File: config.mk
export PLATFORM = sky130hd
export DESIGN_NAME = apc_audio_port
export DESIGN_NICKNAME = d
export VERILOG_FILES = /design/src/pkg/apc_pkg.sv /design/src/rtl/apc_audio_port.sv /design/src/rtl/apc_sync.sv
export SDC_FILE = /design/constraint.sdc
export NUM_CORES = 1
export LEC_CHECK = 0
export BUFFER_PORTS_ARGS = -buffer_cell sky130_fd_sc_hd__buf_2
export CORE_MARGIN = 3
export CORE_UTILIZATION = 45
export DETAILED_ROUTE_END_ITERATION = 10
export GPL_ROUTABILITY_DRIVEN = 0
export HOLD_SLACK_MARGIN = 0.02
export MAX_ROUTING_LAYER = met4
export PLACE_DENSITY_LB_ADDON = 0.05
export SYNTH_ARGS = -nofsm -noshare
export SYNTH_HDL_FRONTEND = slang
export SYNTH_HIERARCHICAL = 1
export SYNTH_SLANG_ARGS = --single-unit
File: constraint.sdc
create_clock -name clk -period 3.25 [get_ports clk]
set_clock_uncertainty 0.05 [all_clocks]
set_input_delay 0.4875 -clock clk [delete_from_list [all_inputs] [get_ports clk]]
set_output_delay 0.4875 -clock clk [all_outputs]
set_load 0.05 [all_outputs]
File: src/pkg/apc_pkg.sv
// shared constants and carrier types for the audio port configuration block
package apc_pkg;

   // register indices; byte address on the bus is four times the index
   localparam logic [7:0] IDX_PORT_CONFIG = 8'h09;
   localparam logic [7:0] IDX_OFF_TIME_LOW = 8'h0b;
   localparam logic [7:0] IDX_OFF_TIME_HIGH = 8'h0c;
   localparam logic [7:0] IDX_ON_TIME = 8'h0d;
   localparam logic [7:0] IDX_INPUT_REF = 8'h0e;
   localparam logic [7:0] IDX_OUTPUT_REF = 8'h0f;
   localparam logic [7:0] IDX_PORT_STATUS = 8'h10;

   // config value after reset, frame sync select bit filled by the strap
   localparam logic [7:0] PORT_CONFIG_RESET = 8'h24;
   localparam logic [7:0] DETECTOR_RESET = 8'h00;

   // frame geometry in serial clock bits
   localparam int CHANNEL_BITS = 16;
   localparam int FRAME_BITS = 32;

   // clocks after reset release at which the serial clock strap is taken
   localparam logic [1:0] STRAP_CYCLES = 2'h3;

   // audio interface configuration register layout, msb first
   typedef struct packed {
      logic loopback;       // adc to dac internal loop, stored only
      logic rxSecond;       // receive slot select, stored only
      logic reserved5;      // reads back as written, resets to 1
      logic master;         // generate frame timing (long sync only)
      logic tristateEnable; // output_tristate_enable
      logic txFirst;        // send sample in first channel
      logic txSecond;       // send sample in second channel
      logic frameSyncSelect;// 1 short_sync_mode, 0 long_sync_mode
   } apc_config_t;

   // detector parameter set handed to the detector core
   typedef struct packed {
      logic [15:0] offTime;
      logic [7:0] onTime;
      logic [7:0] inputRef;
      logic [7:0] outputRef;
   } apc_detector_t;

   // serial frame progress
   typedef enum logic [1:0] {
      FRM_IDLE = 2'b00,
      FRM_WAIT = 2'b01,
      FRM_RUN = 2'b10
   } apc_frame_t;

endpackage

File: src/rtl/apc_audio_port.sv
// audio serial port slot, drive and frame sync control with detector registers
//
// Function
// RULE1 - tristate off: drive output through whole frame
// RULE2 - tristate on: drive only channels with data
// RULE3 - first channel send bit, resets to one
// RULE4 - second channel send bit, resets to zero
// RULE5 - select bit: one short sync, zero long
// RULE6 - serial clock strap sets sync select default
// RULE7 - sixteen bit off time, two bytes, zero reset
// RULE8 - on time byte at 0x0D, zero reset
// RULE9 - input path reference byte at 0x0E
// RULE10 - playback path reference byte at 0x0F
// RULE11 - master timing only under long sync
// RULE12 - config register at 0x09, reset 0x25/0x24
//
// The Wishbone register port was chosen for this implementation.
`timescale 1ns/1ns
module apc_audio_port
   import apc_pkg::*;
#(
   parameter int ADR_WIDTH = 8
) (
   input wire logic clk,
   input wire logic rstn,
   // classic wishbone slave
   input wire logic wb_cyc_i,
   input wire logic wb_stb_i,
   input wire logic wb_we_i,
   input wire logic [ADR_WIDTH-1:0] wb_adr_i,
   input wire logic [3:0] wb_sel_i,
   input wire logic [31:0] wb_dat_i,
   output logic [31:0] wb_dat_o,
   output logic wb_ack_o,
   // serial link pins
   input wire logic serialClockPin,
   input wire logic frameSyncIn,
   output logic frameSyncOut,
   output logic frameSyncOen,
   output logic serialAudioOut,
   output logic serialAudioOen,
   // sample source on the local clock
   input wire logic [15:0] txSample,
   output logic sampleTaken,
   // configuration seen by the rest of the codec
   output apc_config_t portConfig,
   output apc_detector_t detectorParams,
   output logic masterActive
);

   // synchronised pins
   logic [1:0] pinSync;        // {frame sync, serial clock}
   logic sckSync;              // serial clock after two flops
   logic fsSync;               // frame sync after two flops
   logic sckPrev;              // last sampled serial clock level
   logic sckRise;              // rising edge seen this cycle
   logic fsPrev;               // frame sync at the previous bit
   logic fsLevel;              // frame sync as the port sees it

   // startup strap
   logic [1:0] strapCnt;       // counts clocks after reset release
   logic strapLoad;            // one cycle to take the strap

   // bus decode
   logic busReq;               // live request not yet acknowledged
   logic [ADR_WIDTH-3:0] regIdx; // word index
   logic wordAligned;          // low address bits zero
   logic wrLane0;              // write with lane zero enabled
   logic [31:0] next_rdData;   // read mux result

   // frame engine
   apc_frame_t frameState;     // idle, waiting one bit, running
   logic [4:0] bitCnt;         // bit position in the frame
   logic [15:0] sampleHold;    // sample frozen for this frame
   logic chanEnable;           // current channel carries data
   logic frameStart;           // begin a frame at this bit
   logic fsNewHigh;            // frame sync went high at this bit

   apc_sync #(
      .WIDTH(2)
   ) u_pinSync (
      .clk(clk),
      .rstn(rstn),
      .asyncIn({frameSyncIn, serialClockPin}),
      .syncOut(pinSync)
   );

   assign sckSync = pinSync[0];
   assign fsSync = pinSync[1];
   assign sckRise = sckSync && !sckPrev;

   // master drives its own sync, so the port follows what it drives
   assign fsLevel = masterActive ? frameSyncOut : fsSync;
   assign fsNewHigh = fsLevel && !fsPrev;

   // wishbone request decode
   assign busReq = wb_cyc_i && wb_stb_i && !wb_ack_o;
   assign regIdx = wb_adr_i[ADR_WIDTH-1:2];
   assign wordAligned = (wb_adr_i[1:0] == 2'h0);
   // a write lands on the edge where the master samples ack, data still held there
   assign wrLane0 = wb_cyc_i && wb_stb_i && wb_ack_o && wb_we_i && wb_sel_i[0] && wordAligned;

   // serial clock edge tracking, runs on every clock
   always_ff @(posedge clk or negedge rstn) begin
      if (!rstn) begin
         sckPrev <= 1'b0;
      end else begin
         sckPrev <= sckSync;
      end
   end

   // strap window: the synchroniser needs two clocks to fill first
   always_ff @(posedge clk or negedge rstn) begin
      if (!rstn) begin
         strapCnt <= 2'h0;
      end else if (strapCnt != STRAP_CYCLES) begin
         strapCnt <= strapCnt + 2'h1;
      end
   end

   assign strapLoad = (strapCnt == STRAP_CYCLES - 2'h1);

   // audio interface configuration register
   always_ff @(posedge clk or negedge rstn) begin
      if (!rstn) begin
         portConfig <= apc_config_t'(PORT_CONFIG_RESET); // RULE12 RULE3 RULE4
      end else begin
         if (strapLoad) begin
            // low clock pin picks short sync, high picks long
            portConfig.frameSyncSelect <= !sckSync; // RULE6
         end
         // a software write after the strap always wins
         if (wrLane0 && regIdx == IDX_PORT_CONFIG[ADR_WIDTH-3:0]) begin
            portConfig <= apc_config_t'(wb_dat_i[7:0]); // RULE12
         end
      end
   end

   // detector parameter registers
   always_ff @(posedge clk or negedge rstn) begin
      if (!rstn) begin
         detectorParams.offTime <= {DETECTOR_RESET, DETECTOR_RESET}; // RULE7
         detectorParams.onTime <= DETECTOR_RESET; // RULE8
         detectorParams.inputRef <= DETECTOR_RESET; // RULE9
         detectorParams.outputRef <= DETECTOR_RESET; // RULE10
      end else if (wrLane0) begin
         case (regIdx)
            IDX_OFF_TIME_LOW[ADR_WIDTH-3:0]: begin
               detectorParams.offTime[7:0] <= wb_dat_i[7:0]; // RULE7
            end
            IDX_OFF_TIME_HIGH[ADR_WIDTH-3:0]: begin
               detectorParams.offTime[15:8] <= wb_dat_i[7:0]; // RULE7
            end
            IDX_ON_TIME[ADR_WIDTH-3:0]: begin
               detectorParams.onTime <= wb_dat_i[7:0]; // RULE8
            end
            IDX_INPUT_REF[ADR_WIDTH-3:0]: begin
               detectorParams.inputRef <= wb_dat_i[7:0]; // RULE9
            end
            IDX_OUTPUT_REF[ADR_WIDTH-3:0]: begin
               detectorParams.outputRef <= wb_dat_i[7:0]; // RULE10
            end
            default: begin
               // other indices hold no detector state
            end
         endcase
      end
   end

   // read mux; unmapped or misaligned addresses read as zero
   always_comb begin
      next_rdData = 32'h0;
      if (wordAligned) begin
         case (regIdx)
            IDX_PORT_CONFIG[ADR_WIDTH-3:0]: begin
               next_rdData[7:0] = portConfig;
            end
            IDX_OFF_TIME_LOW[ADR_WIDTH-3:0]: begin
               next_rdData[7:0] = detectorParams.offTime[7:0];
            end
            IDX_OFF_TIME_HIGH[ADR_WIDTH-3:0]: begin
               next_rdData[7:0] = detectorParams.offTime[15:8];
            end
            IDX_ON_TIME[ADR_WIDTH-3:0]: begin
               next_rdData[7:0] = detectorParams.onTime;
            end
            IDX_INPUT_REF[ADR_WIDTH-3:0]: begin
               next_rdData[7:0] = detectorParams.inputRef;
            end
            IDX_OUTPUT_REF[ADR_WIDTH-3:0]: begin
               next_rdData[7:0] = detectorParams.outputRef;
            end
            IDX_PORT_STATUS[ADR_WIDTH-3:0]: begin
               // live port state for software
               next_rdData[4:0] = bitCnt;
               next_rdData[6:5] = frameState;
               next_rdData[7] = masterActive;
            end
            default: begin
               next_rdData = 32'h0;
            end
         endcase
      end
   end

   // bus answer: one cycle after the request, ack dropped the cycle after
   always_ff @(posedge clk or negedge rstn) begin
      if (!rstn) begin
         wb_ack_o <= 1'b0;
         wb_dat_o <= 32'h0;
      end else begin
         wb_ack_o <= busReq;
         if (busReq && !wb_we_i) begin
            wb_dat_o <= next_rdData;
         end
      end
   end

   // master timing is refused under short sync, the port then stays slave
   always_ff @(posedge clk or negedge rstn) begin
      if (!rstn) begin
         masterActive <= 1'b0;
      end else begin
         masterActive <= portConfig.master && !portConfig.frameSyncSelect; // RULE11 RULE5
      end
   end

   // frame sync history, taken once per serial bit
   always_ff @(posedge clk or negedge rstn) begin
      if (!rstn) begin
         fsPrev <= 1'b0;
      end else if (sckRise) begin
         fsPrev <= fsLevel;
      end
   end

   // long sync: data starts with the sync bit; short: one bit later
   always_comb begin
      frameStart = 1'b0;
      if (frameState == FRM_WAIT) begin
         frameStart = 1'b1;
      end else if (fsNewHigh && !portConfig.frameSyncSelect) begin
         frameStart = 1'b1; // RULE5
      end
   end

   // frame sequencer, advances on serial clock rising edges
   always_ff @(posedge clk or negedge rstn) begin
      if (!rstn) begin
         frameState <= FRM_IDLE;
         bitCnt <= 5'h0;
      end else if (sckRise) begin
         case (frameState)
            FRM_IDLE: begin
               if (frameStart) begin
                  frameState <= FRM_RUN;
                  bitCnt <= 5'h0;
               end else if (fsNewHigh) begin
                  // short sync pulse; data follows next bit
                  frameState <= FRM_WAIT; // RULE5
               end
            end
            FRM_WAIT: begin
               frameState <= FRM_RUN;
               bitCnt <= 5'h0;
            end
            FRM_RUN: begin
               if (bitCnt == 5'(FRAME_BITS - 1)) begin
                  // a long sync landing on the last bit chains the next frame
                  frameState <= frameStart ? FRM_RUN : FRM_IDLE;
                  bitCnt <= 5'h0;
               end else begin
                  bitCnt <= bitCnt + 5'h1;
               end
            end
            default: begin
               frameState <= FRM_IDLE;
               bitCnt <= 5'h0;
            end
         endcase
      end
   end

   // master sync: high from the idle bit through the first channel, one idle bit between frames
   always_ff @(posedge clk or negedge rstn) begin
      if (!rstn) begin
         frameSyncOut <= 1'b0;
         frameSyncOen <= 1'b1;
      end else begin
         frameSyncOen <= !masterActive; // RULE11
         if (!masterActive) begin
            frameSyncOut <= 1'b0;
         end else if (sckRise) begin
            // raise at the last bit so the next frame opens with it
            if (frameState != FRM_RUN || bitCnt == 5'(FRAME_BITS - 1)) begin
               frameSyncOut <= 1'b1; // RULE11
            end else if (bitCnt == 5'(CHANNEL_BITS - 1)) begin
               frameSyncOut <= 1'b0;
            end
         end
      end
   end

   // sample capture at frame start; a late sample waits a whole frame
   always_ff @(posedge clk or negedge rstn) begin
      if (!rstn) begin
         sampleHold <= 16'h0;
         sampleTaken <= 1'b0;
      end else begin
         sampleTaken <= 1'b0;
         if (sckRise && frameStart) begin
            sampleHold <= txSample;
            sampleTaken <= 1'b1;
         end
      end
   end

   // channel zero is the first slot after sync, channel one the second
   assign chanEnable = bitCnt[4] ? portConfig.txSecond : portConfig.txFirst; // RULE3 RULE4

   // serial data and its enable, msb first, updated on rising edges
   always_ff @(posedge clk or negedge rstn) begin
      if (!rstn) begin
         serialAudioOut <= 1'b0;
         serialAudioOen <= 1'b1;
      end else begin
         if (!portConfig.tristateEnable) begin
            serialAudioOen <= 1'b0; // RULE1
         end else begin
            serialAudioOen <= !(frameState == FRM_RUN && chanEnable); // RULE2
         end
         if (frameState == FRM_RUN && chanEnable) begin
            serialAudioOut <= sampleHold[4'hf - bitCnt[3:0]]; // RULE3 RULE4
         end else begin
            // empty slot sends zeros when still driven
            serialAudioOut <= 1'b0;
         end
      end
   end

endmodule

File: src/rtl/apc_sync.sv
// two flip-flop synchroniser for pins from outside the clock domain
`timescale 1ns/1ns
module apc_sync #(
   parameter int WIDTH = 2
) (
   input wire logic clk,
   input wire logic rstn,
   input wire logic [WIDTH-1:0] asyncIn,
   output logic [WIDTH-1:0] syncOut
);
   // first stage is read by the second stage only
   logic [WIDTH-1:0] meta;

   // plain two stage chain, constants under reset
   always_ff @(posedge clk or negedge rstn) begin
      if (!rstn) begin
         meta <= '0;
         syncOut <= '0;
      end else begin
         meta <= asyncIn;
         syncOut <= meta;
      end
   end
endmodule

==> summary.txt <==
Global routing
  – Overflow after GRT: 0
  – Global-route wire length before repair: approximately 17000 µm
  – Vias in the first global route: 3139
  – Largest net degree at the start of global routing: 47
  – Initial antenna violation count: 0
  – Aggregate global-route resource usage: 20.17%

Power and ir drop
  – NetSw: roughly 770 µW
  – Pwr dens: 499.4 nW/µm²
  – Tot Pwr: 2.623 mW
  – Combinational power share: between 10% and 20%
  – Int Pwr: around 1.9 mW
  – Flop pwr share: between 50 and 60%
  – Clk pwr share: 31.0%
  – Peak supply drop: around 0.00022 V
  – Leak: 2.626 nW
  – Sw frac: approximately 29%

STA
  – Slew HR: 36.04%
  – Setup WS post-layout: 948.1 ps
  – Worst slew pin tran: 957.4 ps
  – RSZ-0062 raised after global routing: no
  – Final hold slack: 70.12 ps
  – Slew Viols, Final: 0
  – Max Clk Rate: ~430 MHz
  – Hold Fails Final Rpt: 0
  – Min cycle time layout: between 2000 and 2500 ps
  – Final setup fails: 0
  – Setup TNS: 0 ps
  – Fin crit share: a little over two thirds

Worst setup path
  – Critical R2R Launch: wb_ack_o
  – Worst EP arrival: between 2000 and 2500 ps
  – Setup crit start kind: primary input
  – Worst flop-to-flop path endpoint: detectorParams[1]
  – Crit Path Class: primary input to register
  – Worst r2r path cells: 5
  – Max FO, Critical Path: 11
  – Worst path required time: 3440 ps
  – FF-to-FF setup slack: 1110 ps
  – Kind of end point of the critical path: register

Route
  – Final ANT Viol Nets: 0
  – Met1 wire length: 5151 µm
  – Met3 wire len: roughly 690 µm
  – DRT Pass-1 Iters: 4
  – Drt via density: around 5.3
  – Drt total wl: roughly 11000 µm
  – Metal2 WL: 4752 µm
  – Vias: 3133
  – 1st-iter DRT viols: approximately 150
  – DRC viols: 0
  – Per-cell routed wire length: roughly 18 µm
  – Top Layer Used: met4

Placed design
  – Post-DP HPWL: between 7000 and 8000 µm
  – Port Buffers: 102
  – DP Worst Slack: roughly 630 ps

Clocking
  – Postcts setup bufs: 0
  – # resized after CTS: 0
  – CTS tree: done
  – Clk buf depth: 2
  – # clock sinks: 94
  – Reg clk slew, reported paths: about 100 ps
  – Number of hold buffers added after cts: 0
  – Clock root buffer: clkbuf_8
  – Clock Latency Late Sink: 360 ps
  – Clock buffer count from CTS: 9
  – Number of H-tree levels: 3

Synth
  – Dominant synthesized flop cell: dfrtp_1
  – Post-synth EDFFs: 0
  – Share of the synthesized area in the top cell type: 50.07%
  – Asr flop ratio synth: 100.0%
  – Syn avg cell area: between 10 and 15 µm²
  – Synth top area cells: dfrtp_1, mux2_2, mux4_2
  – Mapped Area: roughly 4500 µm²
  – Seq cells post-synth: 94
  – Register area share after synthesis: 52.41%
  – Synth area leader: dfrtp_1
  – Netlist cell types: between 50 and 60
  – Gate Count Post-Synth: 350
  – Synth Warn #: 6

Die
  – Die ar.: 11230 µm²
  – Die Width: 106.0 µm
  – Initial Utilization: 47.55%
  – Core ar.: 9459 µm²
  – # rows: 35
  – # IOs: 154
  – Die H: between 100 and 150 µm

Run
  – Max-cap violations: 0

Finish
  – Commonest non-fill, non-tap cell in the layout: buf_2
  – # fillers: between 800 and 900
  – Commonest non-fill, non-tap cells in the layout: buf_2, dfrtp_1, mux2_2
  – Area of the multi-input gates: between 1500 and 2000 µm²
  – P&R area growth vs syn: 16.77%
  – Layout cell share with drive strength beyond 1: 45.73%
  – Reg area: 2357 µm²
  – ANT cells: 0
  – Nets@finish: 524
  – Post-Route Utilization: between 50% and 60%

Status
  – Status: finished, final reports clean

Min path
  – Tightest Hold Check Type: primary input to async pin
logic make-up after synthesis:
logic type | after synthesis | synth area share [%]
xor gates and xnor gates | 1 | 0.1948
other | 1 | 0.08337
buffers and inverters | 47 | 6.231
muxes | 84 | 23.00
and+or+nand+nor | 71 | 9.236
adders and majority gates | 5 | 1.391
AOI/OAI and AO/OA | 47 | 7.455
DFF | 94 | 52.41
per-layer routing:
| metal | vias up | track usage [%] |
|---|---|---|
| met5 | - | - |
| met4 | 0 | 6.383 |
| met3 | 17 | 3.643 |
| met1 | 1552 | 29.08 |
| li1 | 1439 | - |
| met2 | 125 | 29.14 |
metrics by stage:
stage	instances	instance area, µm²
global route	586	5253
finish	586	5253
CTS	586	5253
global placement	570	5046
detailed placement	570	5046
floorplan	373	4584
synth_stat cells, types with 2 or more instances:
| cell | count |
|---|---|
| a21boi_0 | 4 |
| a21oi_1 | 6 |
| a221oi_1 | 3 |
| a22oi_1 | 9 |
| a32oi_1 | 4 |
| buf_2 | 5 |
| buf_4 | 26 |
| clkbuf_1 | 7 |
| dfrtp_1 | 90 |
| dfstp_2 | 4 |
| ha_1 | 5 |
| inv_1 | 8 |
| mux2_2 | 65 |
| mux2i_1 | 10 |
| mux4_2 | 9 |
| nand2_1 | 22 |
| nand2b_1 | 2 |
| nand3_1 | 5 |
| nand3b_1 | 4 |
| nand4bb_1 | 3 |
| nor2_1 | 7 |
| nor2b_1 | 4 |
| nor3_1 | 6 |
| o21ai_0 | 9 |
| o22a_1 | 2 |
| or3_1 | 4 |
flip-flops by register name, summed over array words and instances, names as in the netlist, 2 cells and up:
register and count:
frameState 2, strapCnt 2, wb_dat_o 8, u_pinSync/meta 2
detectorParams 40, portConfig 8, sampleHold 16, bitCnt 5
u_pinSync/syncOut 2
power groups by stage:
stage                     Combinational (mW)  Sequential (mW)  Clock, mW
after floorplan                        0.365             1.36          0
after global placement                 0.414             1.41          0
after detailed placement               0.424             1.42          0
after CTS                              0.425             1.39      0.833
after global routing                   0.461             1.41      0.882
final                                  0.420             1.39      0.814
worst max-delay path: stages:
cell,delay (ps)
buf_2,190
or4b_4,590
nor2_2,290
and2_1,530
mux2_2,400
worst max-delay path by stage:
stage                 startpoint                  to  slack [ps]
floorplan           masterActive      sampleHold[10]         960
global route         wb_adr_i[4]  detectorParams[25]         920
finish               wb_adr_i[4]  detectorParams[26]         950
global placement     wb_adr_i[4]  detectorParams[26]         660
detailed placement   wb_adr_i[4]  detectorParams[28]         630
CTS                  wb_adr_i[4]  detectorParams[28]        1000
final cells by class:
class,count,area share [%]
clock inverters,6,1.310
repair buffers,107,10.48
multi-input cells,232,37.07
well taps,129,3.073
inverters,8,0.5717
clock buffers,10,2.620
flip-flops and latches,94,44.88
(Power assumes the default switching activity.)
